`config.mk`:
```
export PLATFORM = sky130hd
export DESIGN_NAME = lsth_rhda_regs
export DESIGN_NICKNAME = d
export VERILOG_FILES = /design/src/hw/lsth_rhda_pkg.sv /design/src/hw/lsth_rhda_regs.sv
export SDC_FILE = /design/constraint.sdc
export NUM_CORES = 1
export LEC_CHECK = 0
export ABC_CLOCK_PERIOD_IN_PS = 4400
export BUFFER_PORTS_ARGS = -buffer_cell sky130_fd_sc_hd__buf_2
export CAP_MARGIN = 40
export CORE_UTILIZATION = 35
export CTS_BUF_LIST = sky130_fd_sc_hd__clkbuf_4 sky130_fd_sc_hd__clkbuf_8 sky130_fd_sc_hd__clkbuf_16
export DETAILED_ROUTE_END_ITERATION = 8
export PLACE_DENSITY = 0.63
export REMOVE_ABC_BUFFERS = 1
export SLEW_MARGIN = 25
export SYNTH_ARGS = -nofsm -noshare
export SYNTH_HDL_FRONTEND = slang
export SYNTH_SLANG_ARGS = --single-unit
```
`constraint.sdc`:
```
create_clock -name clk_in -period 4.4 [get_ports clk_in]
set_clock_uncertainty 0.2 [all_clocks]
set_input_delay 1.1 -clock clk_in [delete_from_list [all_inputs] [get_ports clk_in]]
set_output_delay 1.1 -clock clk_in [all_outputs]
set_load 0.02 [all_outputs]
```
`src/hw/lsth_rhda_pkg.sv`:
```
// Package: offsets, reset values and field layouts of the two registers
package lsth_rhda_pkg;
  // Register byte offsets
  localparam logic [7:0] LS_THRESHOLD_OFFSET = 8'h44;
  localparam logic [7:0] RH_DESC_FIRST_OFFSET = 8'h48;
  // Threshold register layout
  localparam int LS_THRESHOLD_WIDTH = 12;
  localparam logic [11:0] LS_THRESHOLD_RESET = 12'h628;
  localparam int FRAME_REMAINING_WIDTH = 14;
  // Descriptor field positions
  localparam int POWER_GOOD_LSB = 24;
  localparam int NO_OC_PROT_BIT = 12;
  localparam int OC_MODE_BIT = 11;
  localparam int COMPOUND_BIT = 10;
  localparam int ALWAYS_POWERED_BIT = 9;
  localparam int SWITCH_MODE_BIT = 8;
  localparam int PORT_COUNT_LSB = 0;
  // Descriptor reset values
  localparam logic [7:0] POWER_GOOD_RESET = 8'hff;
  localparam logic NO_OC_PROT_RESET = 1'b0;
  localparam logic ALWAYS_POWERED_RESET = 1'b0;
  localparam logic SWITCH_MODE_RESET = 1'b1;
  localparam logic [7:0] PORT_COUNT_DEFAULT = 8'h02;
  localparam logic [7:0] PORT_COUNT_MAX = 8'h0f;
  // Power-good time unit in ms
  localparam int POWER_GOOD_UNIT_MS = 2;

  // Writable descriptor fields
  typedef struct packed {
    logic [7:0] power_good_wait_time;
    logic no_overcurrent_protection;
    logic overcurrent_report_mode;
    logic ports_always_powered;
    logic power_switch_mode;
  } desc_fields_type;

  // Effective root hub configuration seen by port logic
  typedef struct packed {
    logic [7:0] power_good_wait_time;
    logic oc_protection_absent;
    logic oc_per_port;
    logic ports_always_powered;
    logic per_port_power;
    logic [7:0] downstream_port_count;
  } hub_config_type;
endpackage : lsth_rhda_pkg

```
`src/hw/lsth_rhda_regs.sv`:
```
// Low-speed threshold and first root hub descriptor registers
//
// Functional notes
// - Threshold decides whether an 8-byte low-speed packet fits before frame end.
// - Low-speed start allowed only when frame remaining count >= 12-bit threshold.
// - Controller logic never alters the threshold; only register writes change it.
// - Bit 12 set means no overcurrent protection; clear lets bit 11 choose.
// - Overcurrent mode bit 11 resets to power switch mode value.
// - Overcurrent mode only takes effect while no-protection flag is clear.
// - Compound device bit 10 always reads zero and ignores writes.
// - Bit 9 clear means ports switched; set means always powered.
// - Bit 8 selects ganged or per-port power, only when bit 9 clear.
// - Read-only port count in bits 7:0, between 1 and 15.
`timescale 1ns/100ps
`default_nettype none
module lsth_rhda_regs #(
  parameter logic [7:0] PORT_COUNT = lsth_rhda_pkg::PORT_COUNT_DEFAULT
) (
  // Clock and reset
  input wire logic clk_in,
  input wire logic sys_rst_in,
  // Register port
  input wire logic reg_wr_in,
  input wire logic reg_rd_in,
  input wire logic [7:0] reg_addr_in,
  input wire logic [3:0] reg_be_in,
  input wire logic [31:0] reg_wdata_in,
  output logic [31:0] reg_rdata_out,
  output logic reg_rvalid_out,
  // Frame logic
  input wire logic [13:0] frame_remaining_count_in,
  input wire logic ls_request_in,
  output logic ls_start_allowed_out,
  output logic [11:0] lowspeed_threshold_field_out,
  // Root hub configuration
  output var lsth_rhda_pkg::hub_config_type hub_config_out
);

  logic [11:0] lowspeed_threshold_field_reg;
  lsth_rhda_pkg::desc_fields_type desc_reg;
  logic [31:0] desc_word;
  logic [31:0] thr_word;
  logic wr_thr;
  logic wr_desc;

  function automatic logic hit(input logic [7:0] a, input logic [7:0] off);
    hit = (a[7:2] == off[7:2]);
  endfunction : hit

  assign wr_thr = reg_wr_in && hit(reg_addr_in,
    lsth_rhda_pkg::LS_THRESHOLD_OFFSET);
  assign wr_desc = reg_wr_in && hit(reg_addr_in,
    lsth_rhda_pkg::RH_DESC_FIRST_OFFSET);

  // Threshold register, written only by software
  always_ff @(posedge clk_in or posedge sys_rst_in) begin
    if (sys_rst_in) begin
      lowspeed_threshold_field_reg <= lsth_rhda_pkg::LS_THRESHOLD_RESET;
    end else if (wr_thr) begin
      if (reg_be_in[0]) begin
        lowspeed_threshold_field_reg[7:0] <= reg_wdata_in[7:0];
      end
      if (reg_be_in[1]) begin
        lowspeed_threshold_field_reg[11:8] <= reg_wdata_in[11:8];
      end
    end
  end

  // Descriptor writable fields
  always_ff @(posedge clk_in or posedge sys_rst_in) begin
    if (sys_rst_in) begin
      desc_reg.power_good_wait_time <= lsth_rhda_pkg::POWER_GOOD_RESET;
      desc_reg.no_overcurrent_protection <= lsth_rhda_pkg::NO_OC_PROT_RESET;
      desc_reg.overcurrent_report_mode <=
        lsth_rhda_pkg::SWITCH_MODE_RESET;
      desc_reg.ports_always_powered <= lsth_rhda_pkg::ALWAYS_POWERED_RESET;
      desc_reg.power_switch_mode <= lsth_rhda_pkg::SWITCH_MODE_RESET;
    end else if (wr_desc) begin
      if (reg_be_in[3]) begin
        desc_reg.power_good_wait_time <=
          reg_wdata_in[lsth_rhda_pkg::POWER_GOOD_LSB +: 8];
      end
      if (reg_be_in[1]) begin
        desc_reg.no_overcurrent_protection <=
          reg_wdata_in[lsth_rhda_pkg::NO_OC_PROT_BIT];
        desc_reg.overcurrent_report_mode <=
          reg_wdata_in[lsth_rhda_pkg::OC_MODE_BIT];
        desc_reg.ports_always_powered <=
          reg_wdata_in[lsth_rhda_pkg::ALWAYS_POWERED_BIT];
        desc_reg.power_switch_mode <=
          reg_wdata_in[lsth_rhda_pkg::SWITCH_MODE_BIT];
      end
    end
  end

  // Read words; reserved and compound bits fixed at zero
  always_comb begin
    thr_word = 32'h0000_0000;
    thr_word[11:0] = lowspeed_threshold_field_reg;
    desc_word = 32'h0000_0000;
    desc_word[lsth_rhda_pkg::POWER_GOOD_LSB +: 8] =
      desc_reg.power_good_wait_time;
    desc_word[lsth_rhda_pkg::NO_OC_PROT_BIT] =
      desc_reg.no_overcurrent_protection;
    desc_word[lsth_rhda_pkg::OC_MODE_BIT] = desc_reg.overcurrent_report_mode;
    desc_word[lsth_rhda_pkg::COMPOUND_BIT] = 1'b0;
    desc_word[lsth_rhda_pkg::ALWAYS_POWERED_BIT] =
      desc_reg.ports_always_powered;
    desc_word[lsth_rhda_pkg::SWITCH_MODE_BIT] = desc_reg.power_switch_mode;
    desc_word[lsth_rhda_pkg::PORT_COUNT_LSB +: 8] = PORT_COUNT;
  end

  // Read data, one cycle after the strobe
  always_ff @(posedge clk_in or posedge sys_rst_in) begin
    if (sys_rst_in) begin
      reg_rdata_out <= 32'h0000_0000;
      reg_rvalid_out <= 1'b0;
    end else begin
      reg_rvalid_out <= reg_rd_in;
      if (!reg_rd_in) begin
        reg_rdata_out <= 32'h0000_0000;
      end else if (hit(reg_addr_in, lsth_rhda_pkg::LS_THRESHOLD_OFFSET)) begin
        reg_rdata_out <= thr_word;
      end else if (hit(reg_addr_in, lsth_rhda_pkg::RH_DESC_FIRST_OFFSET)) begin
        reg_rdata_out <= desc_word;
      end else begin
        reg_rdata_out <= 32'h0000_0000;
      end
    end
  end

  // Low-speed commit decision
  assign ls_start_allowed_out = ls_request_in &&
    ({2'b00, lowspeed_threshold_field_reg} <=
     frame_remaining_count_in);
  assign lowspeed_threshold_field_out = lowspeed_threshold_field_reg;

  // Effective configuration
  always_ff @(posedge clk_in or posedge sys_rst_in) begin
    if (sys_rst_in) begin
      hub_config_out <= '0;
    end else begin
      hub_config_out.power_good_wait_time <= desc_reg.power_good_wait_time;
      hub_config_out.oc_protection_absent <=
        desc_reg.no_overcurrent_protection;
      hub_config_out.oc_per_port <= desc_reg.overcurrent_report_mode &&
        !desc_reg.no_overcurrent_protection;
      hub_config_out.ports_always_powered <=
        desc_reg.ports_always_powered;
      hub_config_out.per_port_power <= desc_reg.power_switch_mode &&
        !desc_reg.ports_always_powered;
      hub_config_out.downstream_port_count <= PORT_COUNT;
    end
  end

  // Checks
  property p_ls_gate;
    @(posedge clk_in) disable iff (sys_rst_in)
    ls_request_in |-> (ls_start_allowed_out ==
      (frame_remaining_count_in >= {2'b00, lowspeed_threshold_field_reg}));
  endproperty
  a_ls_gate: assert property (p_ls_gate) else $error("ls gate wrong");

  property p_ls_idle;
    @(posedge clk_in) disable iff (sys_rst_in)
    !ls_request_in |-> !ls_start_allowed_out;
  endproperty
  a_ls_idle: assert property (p_ls_idle) else $error("ls start no req");

  property p_thr_hold;
    @(posedge clk_in) disable iff (sys_rst_in)
    !wr_thr |=> $stable(lowspeed_threshold_field_reg);
  endproperty
  a_thr_hold: assert property (p_thr_hold) else $error("thr changed");

  property p_thr_read;
    @(posedge clk_in) disable iff (sys_rst_in)
    reg_rd_in && hit(reg_addr_in, lsth_rhda_pkg::LS_THRESHOLD_OFFSET)
      |=> reg_rvalid_out && reg_rdata_out[31:12] == 20'h00000;
  endproperty
  a_thr_read: assert property (p_thr_read) else $error("thr rsvd");

  property p_dt_zero;
    @(posedge clk_in) disable iff (sys_rst_in)
    reg_rd_in && hit(reg_addr_in, lsth_rhda_pkg::RH_DESC_FIRST_OFFSET)
      |=> !reg_rdata_out[lsth_rhda_pkg::COMPOUND_BIT];
  endproperty
  a_dt_zero: assert property (p_dt_zero) else $error("dt not zero");

  property p_ndp;
    @(posedge clk_in) disable iff (sys_rst_in)
    reg_rd_in && hit(reg_addr_in, lsth_rhda_pkg::RH_DESC_FIRST_OFFSET)
      |=> reg_rdata_out[7:0] == PORT_COUNT && reg_rdata_out[23:13] == 11'h000;
  endproperty
  a_ndp: assert property (p_ndp) else $error("port count wrong");

  property p_overcurrent_report_mode_mask;
    @(posedge clk_in) disable iff (sys_rst_in)
    desc_reg.no_overcurrent_protection |=> !hub_config_out.oc_per_port;
  endproperty
  a_overcurrent_report_mode_mask: assert property (p_overcurrent_report_mode_mask) else $error("overcurrent_report_mode used");

  property p_psm_mask;
    @(posedge clk_in) disable iff (sys_rst_in)
    desc_reg.ports_always_powered |=> !hub_config_out.per_port_power;
  endproperty
  a_psm_mask: assert property (p_psm_mask) else $error("psm used");

  property p_overcurrent_report_mode_reset;
    @(posedge clk_in)
    $fell(sys_rst_in) |->
      desc_reg.overcurrent_report_mode == desc_reg.power_switch_mode;
  endproperty
  a_overcurrent_report_mode_reset: assert property (p_overcurrent_report_mode_reset) else $error("overcurrent_report_mode rst");

  property p_port_range;
    @(posedge clk_in) disable iff (sys_rst_in)
    PORT_COUNT >= 8'h01 && PORT_COUNT <= lsth_rhda_pkg::PORT_COUNT_MAX;
  endproperty
  a_port_range: assert property (p_port_range) else $error("bad ports");

  c_ls_go: cover property (@(posedge clk_in) ls_start_allowed_out);
  c_ls_block: cover property (@(posedge clk_in)
    ls_request_in && !ls_start_allowed_out);
  c_thr_wr: cover property (@(posedge clk_in) wr_thr ##1 reg_rd_in);
  c_desc_wr: cover property (@(posedge clk_in) wr_desc);

endmodule : lsth_rhda_regs
`default_nettype wire

```
==> impl_metrics.ini <==
[timing]
setup_viol = 0
fin_crit_sh_pct = 93.1
tightestPinTransition_ns = 0.531
clock.fmax_mhz = 244
hold_viol = 0
slew_violations = 0
tns_ns = 0
holdWs_ns = 0.204
relSlewSlack_pct = 64.6
min_period_ns = 4.10
rsz0062_at_grt = false

[floorplan]
start_util_pct = 37.0
dieHeight_um = 87.5
fp.coreArea_sq_um = 6910
rows = 30
boundaryPins = 129
dieArea_sq_um = 7650
die_w_um = 87.5

[logic_synthesis]
synthTopCellsByArea = dfrtp_1 44%, dfstp_2 14%, mux2_2 7.0%, ha_1 5.9%, buf_4 5.6%
netlist_area_sq_um = 2560
syn_avg_cell_area_sq_um = 13.6
synth_cell_types = 34
yosysWarnings = 0
ys_ff_latch = 59
synthesis.instances = 188
synthArstFlopShare_pct = 100
synth_top_area_cell = dfrtp_1
synth_top_area_share_pct = 44.1
synth-edff-count = 0
synth_common_cells = 45 x dfrtp_1, 19 x buf_4, 18 x and3_1
yosysSeqAreaShare_pct = 58.4
yosysMostFrequentCell = dfrtp_1
synth_flop_cell = dfrtp_1

[finish]
reg.largest.list = reg_rdata_out (21), hub_config_out (13)
drive_above_1_share_pct = 54.7
antenna-diode-count = 0
area_growth_syn_to_layout_pct = 30.5
fin_nets = 366
regMostFlops = reg_rdata_out
largest_reg_flops = 21
nFillCells = 682
design_area_sq_um = 3340

[detailed_routing]
avgViaCountPerCell = 4.38
final_antenna_net_count = 0
remaining_drc_errors = 0
dr.pass1.iters = 4
wl_um = 5210
drtIter0Drc = 49
vias = 1717
detail_route.wl_per_cell_um = 13.3

[global_routing]
grt_util_all_layers_pct = 14.6
grt_max_degree = 29
grt_pass1_vias = 1605
gr-total-overflow = 0
antenna_found_initial = 0
grt_pass1_wl_um = 8140

[setup_path]
worst_setup_path_start_kind = input port
end_kind = output pin
cp.arrival_ns = 2.80
cp_data_required_time_ns = 3.10
cp_top_family = simple AND/OR/NAND/NOR gates
critPathMaxFanout = 3
cp_cell_sequence = buf_2 -> inv_1 -> ha_1 -> nand4_1 -> or4_1 -> o311ai_0 -> o311a_1 -> buf_2
critPathKind = in2out
slowest_delay_ns = 0.50
cp_num_buf_inv = 3
crit_path_frequent_cell = buf_2
cp_slowest_cell = or4_1

[clocking]
cts_root_buf = clkbuf_8
cts_hold_buf = 0
clkTransAtPathRegs_ns = 0.07
clock_latency_ns = 0.33
cts_inserted_buffers = 9
post_cts_buffers = 0
clockBufferDepth = 2
cts.sinks = 59
ctsResizeCount = 0
cts_tree = built
h-tree-depth = 3

[power]
power_uw = 1390
p_leak_uw = 0.00193
power_density_nw_per_um2 = 418
peakVddDrop_v = 0.000202

[placement]
gp_congestion = 0.745
dpl_cell_area_sq_um = 3070
io_buffer_count = 96
place_hpwl_um = 3880

[run]
drv_cap = 0

[outcome]
status = complete, no violations

[min_path]
hp-class = reg2reg
-- logic make-up after synthesis --
kind of cell | after synthesis | share of synthesized area [%]
buffers and inverters | 40 | 9.69
flip-flops | 59 | 58.4
other | 2 | 0.294
AO/OA/AOI/OAI | 16 | 4.65
AND/OR/NAND/NOR | 35 | 9.30
multiplexers | 24 | 11.7
adder cells (fa/ha/maj) | 12 | 5.87
-- where the power goes --
part | switching (uW) | leakage, uW | internal (uW)
clock | 215 | 0.000125 | 432
sequential | 19.1 | 0.000761 | 579
combinational | 86.9 | 0.00104 | 62.3
-- metal layers --
layer,track usage [%],vias up,wire length (um)
li1,-,814,-
met1,18.3,809,2270
met2,23.1,81,2450
met3,3.79,13,355
met4,7.90,0,140
met5,0,-,0
-- cell usage in the layout, fill, tap and decap left out, types with 3 or more instances in the layout --
cell	n
ha_1	12
buf_2	96
buf_4	3
dfstp_2	14
a21o_1	3
clkbuf_8	9
mux2_4	8
conb_1	19
a211oi_1	4
dfrtp_1	45
o21ai_0	3
inv_1	14
mux2_2	16
and3_1	18
bufinv_16	4
-- final timing paths --
check	start	end	slack [ns]	depth (start not counted)
hold reg to reg	desc_reg[4]$_DFFE_PP1P_	hub_config_out[12]$_DFF_PP0_	0.20	0
setup reg to reg	lowspeed_threshold_field_out[1]$_DFFE_PP0P_	lowspeed_threshold_field_out[1]$_DFFE_PP0P_	3.38	1
hold / removal	desc_reg[4]$_DFFE_PP1P_	hub_config_out[12]$_DFF_PP0_	0.20	0
min in group asynchronous	sys_rst_in	lowspeed_threshold_field_out[7]$_DFFE_PP0P_	0.61	2
max in group asynchronous	sys_rst_in	desc_reg[2]$_DFFE_PP1P_	2.77	3
setup / recovery	frame_remaining_count_in[11]	ls_start_allowed_out	0.30	8
-- per-stage QoR --
stage / worst slack [ns] / instances / util [%]
final: 0.302 / 392 / 48.3
after global routing: 0.129 / 392 / 48.3
after floorplan: 0.531 / 180 / -
after global placement: 0.334 / 375 / 44.2
after CTS: 0.288 / 392 / 48.3
after detailed placement: 0.283 / 376 / 44.5
-- area by class of cell --
cell class              instances  area, sq um  share of cell area (%)
clock buffers                   9          124                    3.71
multi-input cells             106          878                    26.3
flip-flops and latches         59         1490                    44.8
clock inverters                 7          140                    4.20
inverters                      15         56.3                    1.69
repair buffers                100          523                    15.7
well taps                      96          120                    3.60
Note: power is estimated with default switching activity, not from simulation.
